### src/eds_pkg.sv
// Purpose: Shared constants for the encoder feedback supervisor.
// Assumes: 200 MHz clock; registers reached over APB.
// Notes:   Offsets are byte addresses of aligned 32-bit words.
package eds_pkg;
   // =====================================================
   // Register offsets
   localparam logic [7:0] ADDR_CTRL   = 8'h00;
   localparam logic [7:0] ADDR_OS     = 8'h04;
   localparam logic [7:0] ADDR_DEV    = 8'h08;
   localparam logic [7:0] ADDR_PGO    = 8'h0C;
   localparam logic [7:0] ADDR_PPR    = 8'h10;
   localparam logic [7:0] ADDR_DIV    = 8'h14;
   localparam logic [7:0] ADDR_GEAR   = 8'h18;
   localparam logic [7:0] ADDR_CMD    = 8'h1C;
   localparam logic [7:0] ADDR_MAX    = 8'h20;
   localparam logic [7:0] ADDR_SPEED  = 8'h24;
   localparam logic [7:0] ADDR_STATUS = 8'h28;
   localparam logic [7:0] ADDR_MASK   = 8'h2C;
   // =====================================================
   // Field positions
   localparam int FRST_BIT = 8;
   // =====================================================
   // Stop actions, value 0, 1 and 2 in that order
   typedef enum logic [1:0] {ACT_DECEL, ACT_COAST, ACT_RUN} eds_act_type;
   // =====================================================
   // Setting limits
   localparam logic [6:0]  OS_LVL_MAX   = 7'h78;
   localparam logic [4:0]  OS_TIME_MAX  = 5'h14;
   localparam logic [5:0]  DEV_LVL_MAX  = 6'h32;
   localparam logic [6:0]  DEV_TIME_MAX = 7'h64;
   localparam logic [6:0]  PGO_TIME_MAX = 7'h64;
   localparam logic [15:0] PPR_MAX      = 16'hEA60;
   localparam logic [9:0]  GEAR_MAX     = 10'h3E8;
   localparam logic [7:0]  DIV_HUND     = 8'h64;
   localparam logic [5:0]  DIV_K_MAX    = 6'h20;
   localparam logic [7:0]  PCT_FULL     = 8'h64;
   // =====================================================
   // Reset values
   localparam logic [6:0]  CTRL_RST     = 7'h11;
   localparam logic [6:0]  OS_LVL_RST   = 7'h73;
   localparam logic [4:0]  OS_TIME_RST  = 5'h0A;
   localparam logic [5:0]  DEV_LVL_RST  = 6'h0A;
   localparam logic [6:0]  DEV_TIME_RST = 7'h05;
   localparam logic [6:0]  PGO_TIME_RST = 7'h0A;
   localparam logic [15:0] PPR_RST      = 16'h0400;
   localparam logic [7:0]  DIV_RST      = 8'h01;
   localparam logic [9:0]  GEAR_RST     = 10'h001;
   localparam logic [15:0] MAX_RST      = 16'h0708;
   // =====================================================
   // Timing and speed scaling
   localparam int CLK_NS        = 5;
   localparam int TENTH_MS      = 100;
   localparam int TENTH_CYC_DEF = TENTH_MS * 1000000 / CLK_NS;
   localparam int SEC_PER_MIN   = 60;
   localparam int WIN_PER_SEC   = 10;
   localparam int EDGE_PER_PLS  = 4;
   localparam logic [7:0] RPM_MUL =
      8'(SEC_PER_MIN * WIN_PER_SEC / EDGE_PER_PLS);
   localparam logic [5:0] DIV_STEPS = 6'h26;
   localparam logic [6:0] TMR_SAT   = 7'h7F;
endpackage

### src/eds_enc_if.sv
`timescale 1ns/100ps
// Purpose: Carries decoded encoder steps into the supervisor core.
// Assumes: One clock domain.
// Notes:   step is a one-cycle pulse; fwd is valid with it.
interface eds_enc_if;
   logic polarity; // Direction polarity, 1 reverses the sense.
   logic step;     // One valid quadrature edge seen.
   logic fwd;      // Edge was forward rotation.
   modport dec  (input polarity, output step, output fwd);
   modport core (output polarity, input step, input fwd);
endinterface

### src/eds_top.sv
// Purpose: Encoder feedback supervisor with speed, divider and faults.
// Assumes: APB master; encoder on enc_a and enc_b.
// Notes:   Speed is refreshed once per tenth of a second.
`timescale 1ns/100ps
module eds_top #(
   parameter int unsigned TENTH_CYC = eds_pkg::TENTH_CYC_DEF // 0.1 s.
) (
   input  wire logic        clk,           // 200 MHz clock.
   input  wire logic        reset,         // Sync reset, high.
   input  wire logic        psel,          // APB select.
   input  wire logic        penable,       // APB enable.
   input  wire logic        pwrite,        // APB write.
   input  wire logic [7:0]  paddr,         // APB byte address.
   input  wire logic [31:0] pwdata,        // APB write data.
   output logic      [31:0] prdata,        // APB read data.
   output logic             pready,        // APB ready.
   output logic             pslverr,       // APB error.
   input  wire logic        enc_a,         // Encoder phase A.
   input  wire logic        enc_b,         // Encoder phase B.
   output logic             pulse_out,     // Divided pulse train.
   output logic             stop_decel,    // Decelerate to stop.
   output logic             stop_coast,    // Coast to stop.
   output logic             irq,           // Interrupt, level.
   output logic             overspeed_fault,       // Fault held.
   output logic             speed_deviation_fault, // Fault held.
   output logic             encoder_open_fault     // Fault held.
);
   import eds_pkg::*;
   typedef enum logic [1:0] {DV_IDLE, DV_RUN, DV_DONE} eds_dv_type;

   eds_enc_if enc ();
   eds_quad u_quad (
      .clk   (clk),
      .reset (reset),
      .enc_a (enc_a),
      .enc_b (enc_b),
      .enc   (enc)
   );

   logic [1:0]  os_act_ff, dev_act_ff, pgo_act_ff;
   logic        pol_ff;
   logic [6:0]  os_lvl_ff, dev_time_ff, pgo_time_ff;
   logic [4:0]  os_time_ff;
   logic [5:0]  dev_lvl_ff;
   logic [15:0] ppr_ff, cmd_ff, max_ff, speed_ff;
   logic [7:0]  div_ff;
   logic [9:0]  g1_ff, g2_ff;
   logic [2:0]  sts_ff, mask_ff;
   logic        rev_ff, irq_ff, pready_ff, pslverr_ff;
   logic [31:0] prdata_ff, rd_data, tick_cnt_ff;
   logic        acc_req, wr_take, wr_ok, rd_ok, frst;
   logic        tick_ff, tick_d_ff, upd_ff, noedge_ff, any_ff, neg_ff;
   logic signed [20:0] win_ff;
   logic [19:0] mag_ff;
   eds_dv_type  dv_ff;
   logic [37:0] quo_ff;
   logic [26:0] rem_ff, trial;
   logic [25:0] den_ff;
   logic [5:0]  bit_ff;
   logic [23:0] spd_pct, cmd_pct, os_lim, dev_lim;
   logic [2:0]  cond, fset_v, coast_v, decel_v;
   logic [6:0]  lim [3];
   logic [1:0]  act [3];
   logic [6:0]  tmr_ff [3];
   logic        fault_ff [3];
   logic        fset_ff [3];
   logic        pulse_ff, decel_ff, coast_ff, div_n;
   logic [5:0]  div_k;
   logic [6:0]  acc_ff, acc_sum;

   assign enc.polarity = pol_ff;
   // =====================================================
   // APB slave: one wait state, answer on the second access cycle.
   assign acc_req = psel & penable & ~pready_ff;
   assign wr_take = psel & penable & pready_ff & pwrite & ~pslverr_ff;
   assign frst    = wr_take & (paddr == ADDR_CTRL) & pwdata[FRST_BIT];

   // Address decode, read mux and range checks on writes.
   always_comb begin
      rd_data = 32'h0;
      rd_ok   = 1'b1;
      wr_ok   = 1'b1;
      case (paddr)
         ADDR_CTRL: begin
            rd_data = {25'h0, pol_ff, pgo_act_ff, dev_act_ff, os_act_ff};
            wr_ok = (pwdata[1:0] != 2'h3) && (pwdata[3:2] != 2'h3) &&
                    (pwdata[5:4] != 2'h3);
         end
         ADDR_OS: begin
            rd_data = {19'h0, os_time_ff, 1'b0, os_lvl_ff};
            wr_ok = (pwdata[6:0] <= OS_LVL_MAX) &&
                    (pwdata[12:8] <= OS_TIME_MAX);
         end
         ADDR_DEV: begin
            rd_data = {17'h0, dev_time_ff, 2'h0, dev_lvl_ff};
            wr_ok = (pwdata[5:0] <= DEV_LVL_MAX) &&
                    (pwdata[14:8] <= DEV_TIME_MAX);
         end
         ADDR_PGO: begin
            rd_data = {25'h0, pgo_time_ff};
            wr_ok = pwdata[6:0] <= PGO_TIME_MAX;
         end
         ADDR_PPR: begin
            rd_data = {16'h0, ppr_ff};
            wr_ok = pwdata[15:0] <= PPR_MAX;
         end
         ADDR_DIV: begin
            rd_data = {24'h0, div_ff};
            wr_ok = (pwdata[7:0] >= 8'h01 && pwdata[7:0] <= 8'h20) ||
                    (pwdata[7:0] >= 8'h65 && pwdata[7:0] <= 8'h84);
         end
         ADDR_GEAR: begin
            rd_data = {6'h0, g2_ff, 6'h0, g1_ff};
            wr_ok = (pwdata[9:0] != 10'h0) && (pwdata[9:0] <= GEAR_MAX) &&
                    (pwdata[25:16] != 10'h0) && (pwdata[25:16] <= GEAR_MAX);
         end
         ADDR_CMD:    rd_data = {16'h0, cmd_ff};
         ADDR_MAX:    rd_data = {16'h0, max_ff};
         ADDR_SPEED: begin
            rd_data = {15'h0, rev_ff, speed_ff};
            wr_ok   = 1'b0;
         end
         ADDR_STATUS: rd_data = {29'h0, sts_ff};
         ADDR_MASK:   rd_data = {29'h0, mask_ff};
         default: begin
            rd_ok = 1'b0;
            wr_ok = 1'b0;
         end
      endcase
   end

   // Answer flops; a refused write leaves every register untouched.
   always_ff @(posedge clk) begin
      if (reset) begin
         pready_ff  <= 1'b0;
         pslverr_ff <= 1'b0;
         prdata_ff  <= 32'h0;
      end else begin
         pready_ff  <= acc_req;
         pslverr_ff <= acc_req & ~(pwrite ? wr_ok : rd_ok);
         if (acc_req & ~pwrite)
            prdata_ff <= rd_data;
      end
   end

   // Configuration registers, written at the ready edge.
   always_ff @(posedge clk) begin
      if (reset) begin
         {pol_ff, pgo_act_ff, dev_act_ff, os_act_ff} <= CTRL_RST;
         os_lvl_ff   <= OS_LVL_RST;
         os_time_ff  <= OS_TIME_RST;
         dev_lvl_ff  <= DEV_LVL_RST;
         dev_time_ff <= DEV_TIME_RST;
         pgo_time_ff <= PGO_TIME_RST;
         ppr_ff      <= PPR_RST;
         div_ff      <= DIV_RST;
         g1_ff       <= GEAR_RST;
         g2_ff       <= GEAR_RST;
         cmd_ff      <= 16'h0;
         max_ff      <= MAX_RST;
         mask_ff     <= 3'h0;
      end else if (wr_take) begin
         case (paddr)
            ADDR_CTRL: {pol_ff, pgo_act_ff, dev_act_ff, os_act_ff}
                          <= pwdata[6:0];
            ADDR_OS: begin
               os_lvl_ff  <= pwdata[6:0];
               os_time_ff <= pwdata[12:8];
            end
            ADDR_DEV: begin
               dev_lvl_ff  <= pwdata[5:0];
               dev_time_ff <= pwdata[14:8];
            end
            ADDR_PGO:  pgo_time_ff <= pwdata[6:0];
            ADDR_PPR:  ppr_ff      <= pwdata[15:0];
            ADDR_DIV:  div_ff      <= pwdata[7:0];
            ADDR_GEAR: begin
               g1_ff <= pwdata[9:0];
               g2_ff <= pwdata[25:16];
            end
            ADDR_CMD:  cmd_ff  <= pwdata[15:0];
            ADDR_MAX:  max_ff  <= pwdata[15:0];
            ADDR_MASK: mask_ff <= pwdata[2:0];
            default: ;
         endcase
      end
   end
   // =====================================================
   // Tenth-second tick, the base for speed and all delays.
   always_ff @(posedge clk) begin
      if (reset) begin
         tick_cnt_ff <= 32'h0;
         tick_ff     <= 1'b0;
         tick_d_ff   <= 1'b0;
      end else begin
         tick_ff     <= tick_cnt_ff == TENTH_CYC - 1;
         tick_d_ff   <= tick_ff;
         tick_cnt_ff <= (tick_cnt_ff == TENTH_CYC - 1) ? 32'h0
                                                      : tick_cnt_ff + 32'h1;
      end
   end

   always_ff @(posedge clk) begin
      if (reset) begin
         win_ff    <= 21'sh0;
         any_ff    <= 1'b0;
         mag_ff    <= 20'h0;
         neg_ff    <= 1'b0;
         noedge_ff <= 1'b0;
      end else if (tick_ff) begin
         mag_ff    <= win_ff[20] ? 20'(-win_ff) : win_ff[19:0];
         neg_ff    <= win_ff[20];
         noedge_ff <= ~any_ff;
         win_ff    <= enc.step ? (enc.fwd ? 21'sh1 : -21'sh1) : 21'sh0;
         any_ff    <= enc.step;
      end else if (enc.step) begin
         win_ff <= enc.fwd ? win_ff + 21'sh1 : win_ff - 21'sh1;
         any_ff <= 1'b1;
      end
   end
   // =====================================================
   // rpm by serial division
   // Serial division trades 40 cycles of latency for a tiny divider.
   assign trial = {rem_ff[25:0], quo_ff[37]};
   always_ff @(posedge clk) begin
      if (reset) begin
         dv_ff  <= DV_IDLE;
         quo_ff <= 38'h0;
         rem_ff <= 27'h0;
         den_ff <= 26'h0;
         bit_ff <= 6'h0;
      end else begin
         case (dv_ff)
            DV_IDLE: if (tick_d_ff) begin
               quo_ff <= 38'(mag_ff) * 38'(RPM_MUL) * 38'(g2_ff);
               den_ff <= 26'(ppr_ff) * 26'(g1_ff);
               rem_ff <= 27'h0;
               bit_ff <= 6'h0;
               dv_ff  <= DV_RUN;
            end
            DV_RUN: begin
               if (trial >= {1'b0, den_ff}) begin
                  rem_ff <= trial - {1'b0, den_ff};
                  quo_ff <= {quo_ff[36:0], 1'b1};
               end else begin
                  rem_ff <= trial;
                  quo_ff <= {quo_ff[36:0], 1'b0};
               end
               bit_ff <= bit_ff + 6'h1;
               if (bit_ff == DIV_STEPS - 6'h1)
                  dv_ff <= DV_DONE;
            end
            DV_DONE: dv_ff <= DV_IDLE;
            default: dv_ff <= DV_IDLE;
         endcase
      end
   end

   // Speed result; zero resolution reads as standstill.
   always_ff @(posedge clk) begin
      if (reset) begin
         speed_ff <= 16'h0;
         rev_ff   <= 1'b0;
         upd_ff   <= 1'b0;
      end else begin
         upd_ff <= dv_ff == DV_DONE;
         if (dv_ff == DV_DONE) begin
            rev_ff   <= neg_ff;
            speed_ff <= (den_ff == 26'h0) ? 16'h0 :
                        (|quo_ff[37:16]) ? 16'hFFFF : quo_ff[15:0];
         end
      end
   end
   // =====================================================
   // Fault conditions in percent of the full-scale speed.
   always_comb begin
      spd_pct = 24'(speed_ff) * 24'(PCT_FULL);
      cmd_pct = 24'(cmd_ff) * 24'(PCT_FULL);
      os_lim  = 24'(os_lvl_ff) * 24'(max_ff);
      dev_lim = 24'(dev_lvl_ff) * 24'(max_ff);
      cond[0] = spd_pct > os_lim;
      cond[1] = (cmd_pct > spd_pct) && (cmd_pct - spd_pct > dev_lim);
      cond[2] = noedge_ff && (cmd_ff != 16'h0);
      lim[0]  = 7'(os_time_ff);
      lim[1]  = dev_time_ff;
      lim[2]  = pgo_time_ff;
      act[0]  = os_act_ff;
      act[1]  = dev_act_ff;
      act[2]  = pgo_act_ff;
   end

   // One delay timer and held flag per fault.
   for (genvar gi = 0; gi < 3; gi++) begin : g_flt
      always_ff @(posedge clk) begin
         if (reset) begin
            tmr_ff[gi]   <= 7'h0;
            fault_ff[gi] <= 1'b0;
            fset_ff[gi]  <= 1'b0;
         end else begin
            fset_ff[gi] <= 1'b0;
            if (upd_ff && cond[gi] && tmr_ff[gi] >= lim[gi]) begin
               fault_ff[gi] <= 1'b1;
               fset_ff[gi]  <= ~fault_ff[gi];
            end else if (frst) begin
               fault_ff[gi] <= 1'b0;
            end
            if (upd_ff)
               tmr_ff[gi] <= !cond[gi] ? 7'h0 :
                  (tmr_ff[gi] == TMR_SAT) ? TMR_SAT : tmr_ff[gi] + 7'h1;
         end
      end
      assign fset_v[gi]  = fset_ff[gi];
      assign coast_v[gi] = fault_ff[gi] && act[gi] == ACT_COAST;
      assign decel_v[gi] = fault_ff[gi] && act[gi] == ACT_DECEL;
   end

   // stop action
   // Coast wins over decelerate since it is the safer stop.
   always_ff @(posedge clk) begin
      if (reset) begin
         coast_ff <= 1'b0;
         decel_ff <= 1'b0;
      end else begin
         coast_ff <= |coast_v;
         decel_ff <= (|decel_v) & ~(|coast_v);
      end
   end

   // Sticky status: a new fault wins over a write-one clear.
   always_ff @(posedge clk) begin
      if (reset) begin
         sts_ff <= 3'h0;
         irq_ff <= 1'b0;
      end else begin
         sts_ff <= (sts_ff & ~((wr_take && paddr == ADDR_STATUS) ?
                   pwdata[2:0] : 3'h0)) | fset_v;
         irq_ff <= |(sts_ff & mask_ff);
      end
   end
   // =====================================================
   // divided pulse output
   // Each of four edges adds 1+n; toggling at 2k gives (1+n)/k.
   assign div_n   = div_ff >= DIV_HUND;
   assign div_k   = div_n ? 6'(div_ff - DIV_HUND) : div_ff[5:0];
   assign acc_sum = acc_ff + (div_n ? 7'h2 : 7'h1);
   always_ff @(posedge clk) begin
      if (reset) begin
         acc_ff   <= 7'h0;
         pulse_ff <= 1'b0;
      end else if (enc.step) begin
         if (acc_sum >= {div_k, 1'b0}) begin
            acc_ff   <= acc_sum - {div_k, 1'b0};
            pulse_ff <= ~pulse_ff;
         end else begin
            acc_ff <= acc_sum;
         end
      end
   end

   assign prdata    = prdata_ff;
   assign pready    = pready_ff;
   assign pslverr   = pslverr_ff;
   assign pulse_out = pulse_ff;
   assign stop_decel = decel_ff;
   assign stop_coast = coast_ff;
   assign irq       = irq_ff;
   assign overspeed_fault       = fault_ff[0];
   assign speed_deviation_fault = fault_ff[1];
   assign encoder_open_fault    = fault_ff[2];
endmodule

### src/eds_quad.sv
`timescale 1ns/100ps
// Purpose: Synchronise and decode the shaft encoder phases.
// Assumes: Phases change far slower than the clock.
// Notes:   Double changes between samples are dropped as invalid.
module eds_quad (
   input  wire logic clk,   // System clock.
   input  wire logic reset, // Synchronous reset, active high.
   input  wire logic enc_a, // Encoder phase A.
   input  wire logic enc_b, // Encoder phase B.
   eds_enc_if.dec    enc    // Decoded steps out.
);
   import eds_pkg::*;
   logic [1:0] a_sync_ff;
   logic [1:0] b_sync_ff;
   logic       a_old_ff;
   logic       b_old_ff;
   logic       step_ff;
   logic       fwd_ff;
   // =====================================================
   // Synchronisers; stage 0 feeds only stage 1.
   always_ff @(posedge clk) begin
      if (reset) begin
         a_sync_ff <= 2'h0;
         b_sync_ff <= 2'h0;
      end else begin
         a_sync_ff <= {a_sync_ff[0], enc_a};
         b_sync_ff <= {b_sync_ff[0], enc_b};
      end
   end
   // =====================================================
   // decode signed steps
   always_ff @(posedge clk) begin
      if (reset) begin
         a_old_ff <= 1'b0;
         b_old_ff <= 1'b0;
         step_ff  <= 1'b0;
         fwd_ff   <= 1'b0;
      end else begin
         a_old_ff <= a_sync_ff[1];
         b_old_ff <= b_sync_ff[1];
         step_ff  <= (a_sync_ff[1] ^ a_old_ff) ^ (b_sync_ff[1] ^ b_old_ff);
         fwd_ff   <= ~(a_old_ff ^ b_sync_ff[1]) ^ enc.polarity;
      end
   end
   assign enc.step = step_ff;
   assign enc.fwd  = fwd_ff;
endmodule

### config.mk
export PLATFORM = sky130hd
export DESIGN_NAME = eds_top
export DESIGN_NICKNAME = d
export VERILOG_FILES = /design/src/eds_pkg.sv /design/src/eds_enc_if.sv /design/src/eds_top.sv /design/src/eds_quad.sv
export SDC_FILE = /design/constraint.sdc
export NUM_CORES = 2
export LEC_CHECK = 0
export ABC_AREA = 0
export BUFFER_PORTS_ARGS = -buffer_cell sky130_fd_sc_hd__buf_2
export CAP_MARGIN = 30
export CORE_ASPECT_RATIO = 0.9
export CORE_MARGIN = 3
export CORE_UTILIZATION = 45
export CTS_BUF_LIST = sky130_fd_sc_hd__clkbuf_2
export DETAILED_ROUTE_END_ITERATION = 8
export PLACE_DENSITY_LB_ADDON = 0.15
export SYNTH_ARGS = -nofsm -noshare
export SYNTH_HDL_FRONTEND = slang
export SYNTH_SLANG_ARGS = --single-unit
export TNS_END_PERCENT = 50
### constraint.sdc
create_clock -name clk -period 12.6 [get_ports clk]
set_clock_uncertainty 0.15 [all_clocks]
set_input_delay 0.63 -clock clk [delete_from_list [all_inputs] [get_ports clk]]
set_output_delay 0.63 -clock clk [all_outputs]
set_load 0.01 [all_outputs]
==> metrics.csv <==
stage;metric;value;unit
grt;grt_pass1_wl;209.6;mm
placed_design;dp.cells;6812;
floorplanning;start_util;45.44;%
logic_synthesis;avgSynthCellArea;8.318;um^2
setup_path;worstPathArrival;10810;ps
setup_path;crit_type;reg -> reg;
detailed_routing;firstDrtPassIters;9;
grt;track_usage;24.61;%
floorplanning;die_h;310.6;um
logic_synthesis;yosysSeqAreaShare;17.33;%
sta;tightestPinTransition;1064;ps
floorplanning;core_area;102100;um^2
detailed_routing;ant_nets;0;
finish;final_cell_mix;nand2_1, inv_1, ha_1, fa_1, nor2_1;
logic_synthesis;synthCells;5577;
setup_path;critPathMaxFanout;10;
sta;fmaxAchievable;101.2;MHz
detailed_routing;drt-vias-per-instance;5.458;
cts;cts_tree;built;
logic_synthesis;async_flop_share;0;%
setup_path;path_buf_inv;5;
sta;fin_setup_tns;0;ps
detailed_routing;drc;0;
logic_synthesis;ys.flop_type;dfxtp_1;
sta;slew_headroom;28.58;%
finish;drive_gt1_share;6.212;%
finish;finalNonFillerCells;7094;
logic_synthesis;synth_area;46390;um^2
grt;grt_pass1_vias;37600;
setup_path;cp_top_family;adder cells;
sta;finalCriticalPeriod;9880;ps
finish;final_common_cell;nand2_1;
cts;htreeDepth;3;
placed_design;placed_cell_area;47960;um^2
cts;ctsResizeCount;0;
placed_design;portBuffers;75;
detailed_routing;vias;38720;
grt;grt_max_degree;188;
sta;drv_slew;0;
floorplanning;ios;88;
setup_path;required;13530;ps
placed_design;dpl.hpwl;99.76;mm
cts;cts_setup_buffers;0;
setup_path;slowest_delay;720;ps
logic_synthesis;synth_cell_types;97;
outcome;status;finished clean;
cts;numCtsBuffers;103;
floorplanning;die_area;107000;um^2
power_and_ir_drop;vdd_ir_drop_max;0.06552;mV
power_and_ir_drop;powerDensity;50.60;nW/um^2
cts;root_buffer;clkbuf_2;
finish;final_nets;6726;
setup_path;crit_slowest_cell;xor2_1;
finish;syn2layout_area_growth;7.622;%
sta;rsz0062_at_grt;no;
setup_path;crit_path_end_kind;flip-flop;
floorplanning;fp.dieW;344.4;um
grt;grt-ovfl-total;0;
cts;cts.sinks;389;
detailed_routing;wire_per_inst;18.61;um
detailed_routing;wl;132.0;mm
logic_synthesis;ys_seq_elements;389;
setup_path;cp_common_cell;fa_1;
logic_synthesis;synth-edff-count;25;
hold_path;holdCritPathClass;in -> reg;
sta;worst_slack;2720;ps
placed_design;gp_congestion;0.9114;
placed_design;preCtsSetupSlack;2720;ps
cts;clockBufferDepth;3;
cts;clk_pin_slew;110;ps
floorplanning;std_cell_rows;111;
power_and_ir_drop;power_leakage;24.17;nW
finish;postLayoutCoreUtil;48.91;%
setup_path;setup.worst_path.start_class;flip-flop;
sta;hold_violations;0;
sta;setup_viol;0;
logic_synthesis;yosys_warnings;0;
sta;period_share;78.41;%
grt;antenna_found_initial;5;
job;drv_cap;0;
detailed_routing;first_iter_violations;3396;
cts;clock_latency;1300;ps
finish;fin_area;49930;um^2
kinds of logic (layout without fill, tap and decap cells):
family | count (synthesis) | after routing | share of synthesized area, %
AOI/OAI and AO/OA | 964 | 964 | 13.95
xor gates and xnor gates | 246 | 246 | 4.645
adders and majority gates | 1024 | 1024 | 35.58
buffers and inverters | 987 | 1136 | 8.094
DFF | 389 | 389 | 17.33
muxes | 47 | 47 | 1.022
other | 2 | 14 | 0.01619
and+or+nand+nor | 1918 | 1918 | 19.36
worst min-delay path: stages:
cell	delay, ps
dlygate4sd3_1	580
buf_2	220
nand2_1	90
a21oi_1	50
area by class of cell:
class	instances	area (um^2)
diodes	7	17.52
clock buffers	139	695.7
clock inverters	42	311.5
fillers	10050	52150
inverters	737	2766
multi-input cells	4206	34650
flip-flops and latches	389	8041
well taps	1356	1697
repair buffers	218	1745
power by group:
part           internal [mW]  switching, mW  total (mW)
clock network          0.408          0.579       0.987
registers               1.26         0.0222        1.28
logic                  0.108          0.151       0.259
metal layers:
metal	share of wire [%]	wire length, um	global-route usage (%)
met5	0.0098	13	0
met4	1.9	2528	5.613
met3	8.5	11160	5.153
met2	41	53620	35.17
met1	49	64710	37.71
flip-flops by register name (all words and copies together) (netlist names), 7 cells and up:
signal,cells
quo_ff,38
tick_cnt_ff,32
den_ff,26
prdata,26
rem_ff,26
tmr_ff,21
win_ff,21
mag_ff,20
cmd_ff,16
max_ff,16
ppr_ff,16
speed_ff,16
g1_ff,10
g2_ff,10
div_ff,8
acc_ff,7
dev_time_ff,7
os_lvl_ff,7
pgo_time_ff,7
Yosys cell counts (73+ instances only):
cell        n  area share, %
inv_1     737            6.0
nor2_1    377            3.1
fa_1      492             21
nand2_1   813            6.6
xor2_1    111            2.1
clkbuf_1  228            1.8
a21o_1     97            1.6
and2_1    260            3.5
dfxtp_1   364             16
o21ai_0   103            1.1
nor3_1     73           0.79
nand3_1    88           0.95
ha_1      532             14
a21oi_1   338            3.6
xnor2_1   135            2.5
what timing repair did:
item	in CTS	in global routing
hold endpoints to repair	278	0
endpoints found under the setup margin	0	0
hold buffers	94	0
final timing paths:
kind,from,to,slack (ps),cells after the start
worst max-delay path,mag_ff[7],quo_ff[33],2720,35
worst min-delay path,pwdata[13],dev_time_ff[5],190,4
worst max register to register,mag_ff[7],quo_ff[33],2720,35
worst min register to register,u_quad.a_sync_ff[1],u_quad.a_old_ff,250,1
stage by stage:
step	power (mW)	hold slack, ps
after global placement	1.540	272.4
after global routing	2.649	94.54
final	2.526	191.2
after CTS	2.560	7.393
after detailed placement	1.546	276.8
after floorplan	1.478	263.0
(Power assumes the default switching activity.)
